===== src/adc_ctrl_map.vh =====
// register map, field positions, reset values and timing counts of the converter control
// Behaviour
// - bit 5 picks negative reference pin or ground
// - bit 4 picks positive reference pin or supply
// - split field turns top channels digital stepwise
// - format bit 7: 1 right, 0 left justify
// - sample time codes give 0..20 clock periods
// - clock select: divide 2,8,32,4,16,64 or RC
// - RC clock starts one instruction cycle late
// - completion loads result, clears busy, sets flag
// - reset clears registers, powers off, aborts conversion
// - result pair is never initialised by reset
// - programmed sample time precedes conversion after start
// - two clock periods hold-off after each conversion
// - unimplemented config bits ignore writes, read zero
// - busy at bit 1, enable at bit 0
// - a conversion lasts eleven clock periods
// - clearing busy aborts, result pair keeps old value
`ifndef ADC_CTRL_MAP_VH
`define ADC_CTRL_MAP_VH

// ********************************************************
// byte offsets on the register bus
// ********************************************************
`define OFS_CONTROL      8'h00
`define OFS_PIN_REF_CFG  8'h04
`define OFS_TIME_FMT_CFG 8'h08
`define OFS_RESULT_HIGH  8'h0c
`define OFS_RESULT_LOW   8'h10
`define OFS_IRQ_STATUS   8'h14
`define OFS_IRQ_MASK     8'h18

// ********************************************************
// field positions
// ********************************************************
`define BIT_CONVERTER_ON   0
`define BIT_GO_BUSY        1
`define BIT_NEG_REF_SELECT 5
`define BIT_POS_REF_SELECT 4
`define BIT_RESULT_JUSTIFY 7
`define BIT_CONV_DONE      0
`define MSK_PIN_REF_CFG    8'h3f
`define MSK_TIME_FMT_CFG   8'hbf
`define MSK_CONTROL        8'h03
`define MSK_IRQ            8'h01

// ********************************************************
// reset values
// ********************************************************
`define RST_CONTROL      8'h00
`define RST_PIN_REF_CFG  8'h00
`define RST_TIME_FMT_CFG 8'h00
`define RST_IRQ          8'h00

// ********************************************************
// timing counts
// ********************************************************
`define CLK_PERIOD_NS   10
`define TCY_FOSC_PERIODS 4
`define TCY_CLKS        (`TCY_FOSC_PERIODS)
`define CONV_TADS       11
`define HOLDOFF_TADS    2

`endif


===== src/adc_config_and_sequencing.v =====
// converter control: wishbone registers, sequencing, references and pins
//
// Decided for this implementation: the placing of the registers and the Wishbone slave port.
`timescale 1ns/1ps
`default_nettype none
`include "adc_ctrl_map.vh"
module adc_config_and_sequencing
#(
    parameter RES_BITS  = 10,
    parameter CHANNELS  = 16
)
(
    // clock and reset
    input  wire                clk_i,
    input  wire                rst_n_i,
    // wishbone slave
    input  wire                cyc_i,
    input  wire                stb_i,
    input  wire                we_i,
    input  wire [7:0]          adr_i,
    input  wire [3:0]          sel_i,
    input  wire [31:0]         dat_i,
    output reg  [31:0]         dat_o,
    output reg                 ack_o,
    // analog front end
    input  wire                comp_i,
    input  wire                rc_tick_i,
    output wire [RES_BITS-1:0] sar_code_o,
    output wire                sample_o,
    output wire                powered_o,
    output wire                neg_ref_select_o,
    output wire                pos_ref_select_o,
    output wire [CHANNELS-1:0] pin_analog_o,
    // interrupt
    output wire                irq_o
);
    // ********************************************************
    // state codes
    // ********************************************************
    localparam [1:0] ST_IDLE = 2'd0;
    localparam [1:0] ST_ACQ  = 2'd1;
    localparam [1:0] ST_CONV = 2'd2;
    localparam [1:0] ST_HOLD = 2'd3;

    // ********************************************************
    // registers
    // ********************************************************
    reg  [7:0]          control;
    reg  [7:0]          pin_ref_cfg;
    reg  [7:0]          time_fmt_cfg;
    reg  [7:0]          result_high;
    reg  [7:0]          result_low;
    reg  [7:0]          irq_status;
    reg  [7:0]          irq_mask;
    reg  [1:0]          state;
    reg  [4:0]          tad_cnt;
    reg  [4:0]          acq_tads;
    reg  [7:0]          next_dat;

    wire                converter_on  = control[`BIT_CONVERTER_ON];
    wire                go_busy       = control[`BIT_GO_BUSY];
    wire [3:0]          pin_analog_split = pin_ref_cfg[3:0];
    wire                result_justify =
                            time_fmt_cfg[`BIT_RESULT_JUSTIFY];
    wire [2:0]          sample_time_select = time_fmt_cfg[5:3];
    wire [2:0]          conv_clock_select  = time_fmt_cfg[2:0];

    wire                bus_req  = cyc_i && stb_i;
    wire                wr_take  = bus_req && we_i && ack_o && sel_i[0];
    wire                rd_take  = bus_req && !we_i && ack_o;
    wire [7:0]          wdata    = dat_i[7:0];

    wire                tad_tick;
    wire                sar_busy;
    wire                sar_done;
    wire [RES_BITS-1:0] sar_result;
    wire                clock_run = converter_on && (state != ST_IDLE);
    wire                ctl_wr    = wr_take && (adr_i == `OFS_CONTROL);
    wire                abort     = !converter_on
                                    || (ctl_wr
                                        && !wdata[`BIT_GO_BUSY]);
    wire                sar_start = (state == ST_CONV) && !sar_busy
                                    && !sar_done;

    // ********************************************************
    // reference and pin steering
    // ********************************************************
    assign neg_ref_select_o = pin_ref_cfg[`BIT_NEG_REF_SELECT];
    assign pos_ref_select_o = pin_ref_cfg[`BIT_POS_REF_SELECT];
    assign powered_o        = converter_on;

    genvar ch;
    generate
        for (ch = 0; ch < CHANNELS; ch = ch + 1)
        begin : g_pin
            // code n above zero hands the top n+1 channels to digital
            // use; the first step frees two, channel 0 goes last
            assign pin_analog_o[ch] = (pin_analog_split == 4'h0)
                || ({1'b0, pin_analog_split} + 5'h01 < CHANNELS - ch);
        end
    endgenerate

    // sampling whenever powered and no conversion holds the capacitor
    assign sample_o = converter_on && (state != ST_CONV);
    assign irq_o    = |(irq_status & irq_mask);

    // ********************************************************
    // acquisition length decode
    // ********************************************************
    always @*
    begin
        case (sample_time_select)
            3'b000:  acq_tads = 5'd0;
            3'b001:  acq_tads = 5'd2;
            3'b010:  acq_tads = 5'd4;
            3'b011:  acq_tads = 5'd6;
            3'b100:  acq_tads = 5'd8;
            3'b101:  acq_tads = 5'd12;
            3'b110:  acq_tads = 5'd16;
            default: acq_tads = 5'd20;
        endcase
    end

    // ********************************************************
    // sub blocks
    // ********************************************************
    conv_clock_gen i_conv_clock_gen
    (
        .clk_i      (clk_i),
        .rst_n_i    (rst_n_i),
        .run_i      (clock_run),
        .clk_sel_i  (conv_clock_select),
        .rc_tick_i  (rc_tick_i),
        .tad_tick_o (tad_tick)
    );

    sar_engine #(.RES_BITS(RES_BITS)) i_sar_engine
    (
        .clk_i      (clk_i),
        .rst_n_i    (rst_n_i),
        .start_i    (sar_start),
        .abort_i    (abort),
        .tad_tick_i (tad_tick),
        .comp_i     (comp_i),
        .busy_o     (sar_busy),
        .done_o     (sar_done),
        .code_o     (sar_code_o),
        .result_o   (sar_result)
    );

    // ********************************************************
    // sequencer
    // ********************************************************
    always @(posedge clk_i)
    begin
        if (!rst_n_i)
        begin
            state   <= ST_IDLE;
            tad_cnt <= 5'd0;
        end
        else
        begin
            case (state)
                ST_IDLE:
                begin
                    tad_cnt <= 5'd0;
                    if (go_busy && converter_on)
                    begin
                        if (acq_tads == 5'd0)
                            state <= ST_CONV;
                        else
                            state <= ST_ACQ;
                    end
                end
                ST_ACQ:
                begin
                    if (abort)
                        state <= ST_HOLD;
                    else if (tad_tick)
                    begin
                        if (tad_cnt == acq_tads - 5'd1)
                        begin
                            tad_cnt <= 5'd0;
                            state   <= ST_CONV;
                        end
                        else
                            tad_cnt <= tad_cnt + 5'd1;
                    end
                end
                ST_CONV:
                begin
                    tad_cnt <= 5'd0;
                    if (abort || sar_done)
                        state <= ST_HOLD;
                end
                default:
                begin
                    // the hold-off also follows an abort, and a new start
                    // waits here until it is over
                    if (!converter_on)
                    begin
                        state   <= ST_IDLE;
                        tad_cnt <= 5'd0;
                    end
                    else if (tad_tick)
                    begin
                        if (tad_cnt == `HOLDOFF_TADS - 1)
                        begin
                            tad_cnt <= 5'd0;
                            state   <= ST_IDLE;
                        end
                        else
                            tad_cnt <= tad_cnt + 5'd1;
                    end
                end
            endcase
        end
    end

    // ********************************************************
    // control and configuration registers
    // ********************************************************
    always @(posedge clk_i)
    begin
        if (!rst_n_i)
        begin
            control      <= `RST_CONTROL;
            pin_ref_cfg  <= `RST_PIN_REF_CFG;
            time_fmt_cfg <= `RST_TIME_FMT_CFG;
            irq_mask     <= `RST_IRQ;
        end
        else
        begin
            if (ctl_wr)
            begin
                control[`BIT_CONVERTER_ON] <= wdata[`BIT_CONVERTER_ON];
                // start only takes while the converter is powered
                control[`BIT_GO_BUSY] <= wdata[`BIT_GO_BUSY]
                                         && wdata[`BIT_CONVERTER_ON];
            end
            else if (sar_done || !converter_on)
                control[`BIT_GO_BUSY] <= 1'b0;
            if (wr_take && adr_i == `OFS_PIN_REF_CFG)
                pin_ref_cfg <= wdata & `MSK_PIN_REF_CFG;
            if (wr_take && adr_i == `OFS_TIME_FMT_CFG)
                time_fmt_cfg <= wdata & `MSK_TIME_FMT_CFG;
            if (wr_take && adr_i == `OFS_IRQ_MASK)
                irq_mask <= wdata & `MSK_IRQ;
        end
    end

    // ********************************************************
    // interrupt status: set wins over read-clear
    // ********************************************************
    always @(posedge clk_i)
    begin
        if (!rst_n_i)
            irq_status <= `RST_IRQ;
        else if (sar_done && !abort)
            irq_status[`BIT_CONV_DONE] <= 1'b1;
        else if (rd_take && adr_i == `OFS_IRQ_STATUS)
            irq_status <= `RST_IRQ;
    end

    // ********************************************************
    // result pair: no reset, power-up content is undefined
    // ********************************************************
    always @(posedge clk_i)
    begin
        if (sar_done && !abort)
        begin
            if (result_justify)
            begin
                result_high <= {6'h00, sar_result[9:8]};
                result_low  <= sar_result[7:0];
            end
            else
            begin
                result_high <= sar_result[9:2];
                result_low  <= {sar_result[1:0], 6'h00};
            end
        end
        else
        begin
            // software may preload the pair; an abort leaves it alone
            if (wr_take && adr_i == `OFS_RESULT_HIGH)
                result_high <= wdata;
            if (wr_take && adr_i == `OFS_RESULT_LOW)
                result_low <= wdata;
        end
    end

    // ********************************************************
    // bus read mux and acknowledge
    // ********************************************************
    always @*
    begin
        if (adr_i == `OFS_CONTROL)
            next_dat = control & `MSK_CONTROL;
        else if (adr_i == `OFS_PIN_REF_CFG)
            next_dat = pin_ref_cfg;
        else if (adr_i == `OFS_TIME_FMT_CFG)
            next_dat = time_fmt_cfg;
        else if (adr_i == `OFS_RESULT_HIGH)
            next_dat = result_high;
        else if (adr_i == `OFS_RESULT_LOW)
            next_dat = result_low;
        else if (adr_i == `OFS_IRQ_STATUS)
            next_dat = irq_status;
        else if (adr_i == `OFS_IRQ_MASK)
            next_dat = irq_mask;
        else
            next_dat = 8'h00;
    end

    // one wait state: data is latched with the request, ack follows
    always @(posedge clk_i)
    begin
        if (!rst_n_i)
        begin
            ack_o <= 1'b0;
            dat_o <= 32'h0000_0000;
        end
        else
        begin
            ack_o <= bus_req && !ack_o;
            if (bus_req && !ack_o)
                dat_o <= {24'h00_0000, next_dat};
        end
    end
endmodule // adc_config_and_sequencing
`default_nettype wire


===== src/conv_clock_gen.v =====
// conversion clock tick generator: oscillator divider or delayed rc clock
`timescale 1ns/1ps
`default_nettype none
`include "adc_ctrl_map.vh"
module conv_clock_gen
(
    // clock and reset
    input  wire       clk_i,
    input  wire       rst_n_i,
    // control
    input  wire       run_i,
    input  wire [2:0] clk_sel_i,
    input  wire       rc_tick_i,
    // tick out, one per conversion clock period
    output reg        tad_tick_o
);
    reg  [6:0] div_cnt;
    reg  [7:0] rc_wait;
    reg        run_d;
    reg  [6:0] div_last;
    wire       rc_sel = (clk_sel_i[1:0] == 2'b11);

    always @*
    begin
        case (clk_sel_i)
            3'b000:  div_last = 7'h01;
            3'b001:  div_last = 7'h07;
            3'b010:  div_last = 7'h1f;
            3'b100:  div_last = 7'h03;
            3'b101:  div_last = 7'h0f;
            3'b110:  div_last = 7'h3f;
            default: div_last = 7'h01;
        endcase
    end

    always @(posedge clk_i)
    begin
        if (!rst_n_i || !run_i)
        begin
            div_cnt    <= 7'h00;
            rc_wait    <= 8'h00;
            run_d      <= 1'b0;
            tad_tick_o <= 1'b0;
        end
        else
        begin
            run_d <= 1'b1;
            if (rc_sel)
            begin
                // rc clock is held back one instruction cycle after start
                if (!run_d)
                    rc_wait <= 8'h00;
                else if (rc_wait < `TCY_CLKS)
                    rc_wait <= rc_wait + 8'h01;
                tad_tick_o <= run_d && (rc_wait >= `TCY_CLKS) && rc_tick_i;
            end
            else if (div_cnt >= div_last)
            begin
                div_cnt    <= 7'h00;
                tad_tick_o <= 1'b1;
            end
            else
            begin
                div_cnt    <= div_cnt + 7'h01;
                tad_tick_o <= 1'b0;
            end
        end
    end
endmodule // conv_clock_gen
`default_nettype wire


===== src/sar_engine.v =====
// successive approximation sequencer, one trial bit per conversion clock
`timescale 1ns/1ps
`default_nettype none
`include "adc_ctrl_map.vh"
module sar_engine
#(
    parameter RES_BITS = 10
)
(
    // clock and reset
    input  wire                clk_i,
    input  wire                rst_n_i,
    // sequencing
    input  wire                start_i,
    input  wire                abort_i,
    input  wire                tad_tick_i,
    input  wire                comp_i,
    // results
    output reg                 busy_o,
    output reg                 done_o,
    output reg  [RES_BITS-1:0] code_o,
    output reg  [RES_BITS-1:0] result_o
);
    reg [RES_BITS-1:0] trial;
    reg [3:0]          step;

    always @(posedge clk_i)
    begin
        if (!rst_n_i || abort_i)
        begin
            busy_o <= 1'b0;
            done_o <= 1'b0;
            step   <= 4'h0;
            trial  <= {RES_BITS{1'b0}};
            code_o <= {RES_BITS{1'b0}};
        end
        else
        begin
            done_o <= 1'b0;
            if (start_i && !busy_o)
            begin
                busy_o <= 1'b1;
                step   <= 4'h0;
            end
            else if (busy_o && tad_tick_i)
            begin
                // first period settles, then one bit per period
                step <= step + 4'h1;
                if (step == 4'h0)
                begin
                    trial  <= {1'b1, {(RES_BITS-1){1'b0}}};
                    code_o <= {1'b1, {(RES_BITS-1){1'b0}}};
                end
                else
                begin
                    trial  <= trial >> 1;
                    code_o <= (comp_i ? code_o : (code_o & ~trial))
                              | (trial >> 1);
                    if (step == `CONV_TADS - 1)
                    begin
                        busy_o   <= 1'b0;
                        done_o   <= 1'b1;
                        result_o <= comp_i ? code_o : (code_o & ~trial);
                    end
                end
            end
        end
    end
endmodule // sar_engine
`default_nettype wire


===== config.mk =====
export PLATFORM = sky130hd
export DESIGN_NAME = adc_config_and_sequencing
export DESIGN_NICKNAME = d
export VERILOG_FILES = /design/src/adc_config_and_sequencing.v /design/src/conv_clock_gen.v /design/src/sar_engine.v
export VERILOG_INCLUDE_DIRS = /design/src
export SDC_FILE = /design/constraint.sdc
export NUM_CORES = 1
export LEC_CHECK = 0
export ABC_AREA = 1
export BUFFER_PORTS_ARGS = -buffer_cell sky130_fd_sc_hd__buf_2
export CAP_MARGIN = 5
export CORE_ASPECT_RATIO = 1.4
export CORE_MARGIN = 4
export CORE_UTILIZATION = 45
export CTS_CLUSTER_DIAMETER = 80
export DETAILED_ROUTE_END_ITERATION = 16
export PLACE_DENSITY_LB_ADDON = 0.2
export SYNTH_ARGS = -nofsm -noshare
export SYNTH_HDL_FRONTEND = slang
export SYNTH_HIERARCHICAL = 1
export SYNTH_SLANG_ARGS = --single-unit
export TNS_END_PERCENT = 5

===== constraint.sdc =====
create_clock -name clk_i -period 2.5 [get_ports clk_i]
set_input_delay 0.125 -clock clk_i [delete_from_list [all_inputs] [get_ports clk_i]]
set_output_delay 0.125 -clock clk_i [all_outputs]
set_load 0.005 [all_outputs]

==> flow_summary.toml <==
[status]
outcome = "completed"

[timing]
rsz0062_at_grt = "false"
slew_viol_final = 0
max-slew-margin-rel_pct = 28.8
achievable-frequency_ghz = 0.487
worst-slew-pin-transition_ps = 1060
clock_skew_ps = 10.4
setup_viol_count_final = 0
post-route-min-period_ps = 2050
fin_crit_sh_pct = 82.1
hold_violations = 0
total_neg_setup_slack_ps = 0

[cells_and_area]
fill_cells = 1219
drive_above_1_share_pct = 14.6
most-common-layout-cells = "nand2_1, inv_1, nor2_1"
mostFrequentLayoutCell = "nand2_1"
final_cells = 974
areaGrowthSynthToFinish_pct = 12.1
number_of_diodes_added_for_antenna_fixing = 0
finish.net_count = 894

[global_routing]
first_global_vias = 4471
gr-total-overflow = 0
global_route_wire_length_before_repair_um = 20400
antenna_found_initial = 0
grt_util_all_layers_pct = 17.6
grt_max_degree = 23

[yosys]
synth_simple_gate_area_share_pct = 27.3
synth_seq_cells = 102
synth_top_family_by_area = "simple AND/OR/NAND/NOR gates"
synth.mux.area_fraction_pct = 0
netlist_area_pre_place_um2 = 5540
asyncSetResetFlopFracSynth_pct = 0
yosys.area_share.adder_pct = 4.74
syn_avg_cell_area_um2 = 7.31
xor_xnor_share_of_the_synthesized_area_pct = 0.791
synth_enable_flop_cells = 26
syn-instance-count = 758
yosysWarningCount = 6
ys_types = 44
postSynth.topFlopCell = "dfxtp_1"
ys_seq_area_share_pct = 41.6
synth_compound_gate_area_share_pct = 13.1

[placed_design]
number_of_port_buffers = 63
dp_hpwl_um = 9180
gp_congestion = 0.879
placed_cells_incl_taps = 958

[worst_setup_path]
worst_setup_path_end_kind = "output pin"
slowest_delay_ps = 430
critical_path_required_ps = 2380
r2r_cells = 4
startpoint_to_endpoint_class_of_the_critical_path = "reg -> out"
critical_path.max_fanout = 7
regToRegEndpoint = "result_low[2]$_DFFE_PP_"
worst_setup_path_start_kind = "flip-flop"
timing.critical_path.arrival_ps = 1930
worst_path_max_delay_cell = "dfxtp_1"
cpLargestDelayFamily = "simple AND/OR/NAND/NOR gates"
cp.buffers_inverters = 2
setup.reg_to_reg.worst_slack_ps = 550
worst_r2r_startpoint = "ack_o$_SDFF_PN0_"
path_common_cell = "nor2_1"
worstPathCellList = "ha_1 -> nand2_1 -> nor2_1 -> nor2_1 -> inv_1 -> o21ai_0 -> buf_2"

[die]
placeableCoreArea_um2 = 11900
die_width_um = 102
dieHeight_um = 139
initial_core_utilization_pct = 46.4
area_of_the_die_um2 = 14200
count_of_boundary_i_o_pins = 115
num_rows = 47

[routing]
route.final.wire_length_um = 12000
drcViolationCount = 0
ant_nets = 0
dr.pass1.iters = 6
vias_per_cell = 4.89
drt-wirelength-per-cell_um = 12.3
route.vias.total = 4762
drt_iter0_drc = 245

[worst_hold_path]
depth_of_the_worst_hold_timing_path = 3
worstHoldStart = "dat_i[7]"
hold_path_class = "in -> reg"
hold-path-endpoint = "time_fmt_cfg[7]$_SDFFE_PN0P_"

[power]
p_per_area_nw_per_um2 = 592
leakagePower_uw = 0.00266
power.ir.vdd_worst_v = 0.000424

[job]
maxCapViolations = 0

[clocking]
clkLatencyLatePin_ps = 350
ctsHoldBuffers = 0
clock_pin_slew_on_the_worst_setup_and_hold_paths_ps = 70
postCtsSetupBuffers = 0
numCtsBuffers = 9
cts_repair_resize_count = 0
cts_num_sinks = 102
cts_max_level = 3
clk_path_buf_depth = 2
cts_tree = "built"
root_buffer = "clkbuf_16"
stage by stage:
step                      hold slack (ps)  utilization (%)  setup slack (ps)  area (µm²)  power (µW)
after global placement                426             49.4               564        5890        2250
after floorplan                       266                -               290        5630        2180
after CTS                            71.5             52.0               421        6210        3720
after detailed placement              436             49.4               525        5890        2270
after global routing                 85.7             52.0               200        6210        3860
final                                82.8             52.0               446        6210        3670
cells in the mapped netlist, drive strengths merged, types with 2 or more instances:
master  number  area share (%)
a21oi       73             7.1
buf         34             4.7
clkbuf       6            0.43
clkinv       2            0.16
dfxtp       76              27
edfxtp      26              14
ha          21             4.7
inv        104             7.1
nand2      201              14
nand3       47             4.3
nand4        5            0.56
nor2        88             6.6
nor3         9             1.3
o211ai       2            0.27
o21ai       47             4.5
o31ai        5            0.68
xnor2        3            0.47
xor2         2            0.32
kinds of logic after synthesis:
group                      count (synthesis)
AOI/OAI and AO/OA                        131
buffers and inverters                    146
and+or+nand+nor                          352
adders and majority gates                 21
DFF                                      102
other                                      1
xor gates and xnor gates                   5
worst max-delay path by stage:
stage                                 from                                 end  slack (ps)  cells past startpoint
3_3_place_gp                      adr_i[7]             result_low[3]$_DFFE_PP_         560                      5
5_1_grt        pin_ref_cfg[0]$_SDFFE_PN0P_                    pin_analog_o[10]         200                      7
4_1_cts        pin_ref_cfg[0]$_SDFFE_PN0P_                     pin_analog_o[9]         420                      7
3_5_place_dp              ack_o$_SDFF_PN0_             result_low[4]$_DFFE_PP_         530                      4
6_report       pin_ref_cfg[0]$_SDFFE_PN0P_                     pin_analog_o[9]         450                      7
2_1_floorplan             ack_o$_SDFF_PN0_  i_sar_engine/result_o[0]$_DFFE_PP_         290                      8
worst reg2reg max path, cell delays in order (launching register included):
cell and delay (ps):
dfxtp_1 340, nand3_1 120, nor2_2 120, inv_1 130
o21ai_0 860
sequential cells by signal (all words and copies together) (netlist names):
signal,flops
ack_o,1
control,2
dat_o,8
i_conv_clock_gen/div_cnt,7
i_conv_clock_gen/rc_wait,8
i_conv_clock_gen/run_d,1
i_conv_clock_gen/tad_tick_o,1
i_sar_engine/busy_o,1
i_sar_engine/code_o,10
i_sar_engine/done_o,1
i_sar_engine/result_o,10
i_sar_engine/step,4
i_sar_engine/trial,10
irq_mask,1
irq_status,1
pin_ref_cfg,6
result_high,8
result_low,8
state,2
tad_cnt,5
time_fmt_cfg,7
power by group:
group	internal (µW)	switching, µW
Combinational	174	319
Clock	826	612
Sequential	1720	27.9
area by class of cell:
cell class / count / area (µm²) / share of cell area, %
sequential: 102 / 2300 / 37.1
timing repair buffer: 70 / 368 / 5.92
tap: 147 / 184 / 2.96
clock inverter: 3 / 22.5 / 0.363
inverter: 106 / 402 / 6.47
clock buffer: 13 / 293 / 4.71
multi-input combinational: 533 / 2640 / 42.5
per-layer routing:
metal	global-route usage, %	wire length [µm]
met5	0	0
met4	7.07	249
met3	3.41	648
met2	30.4	5950
met1	21.1	5120
Note: power is estimated with default switching activity, not from simulation.
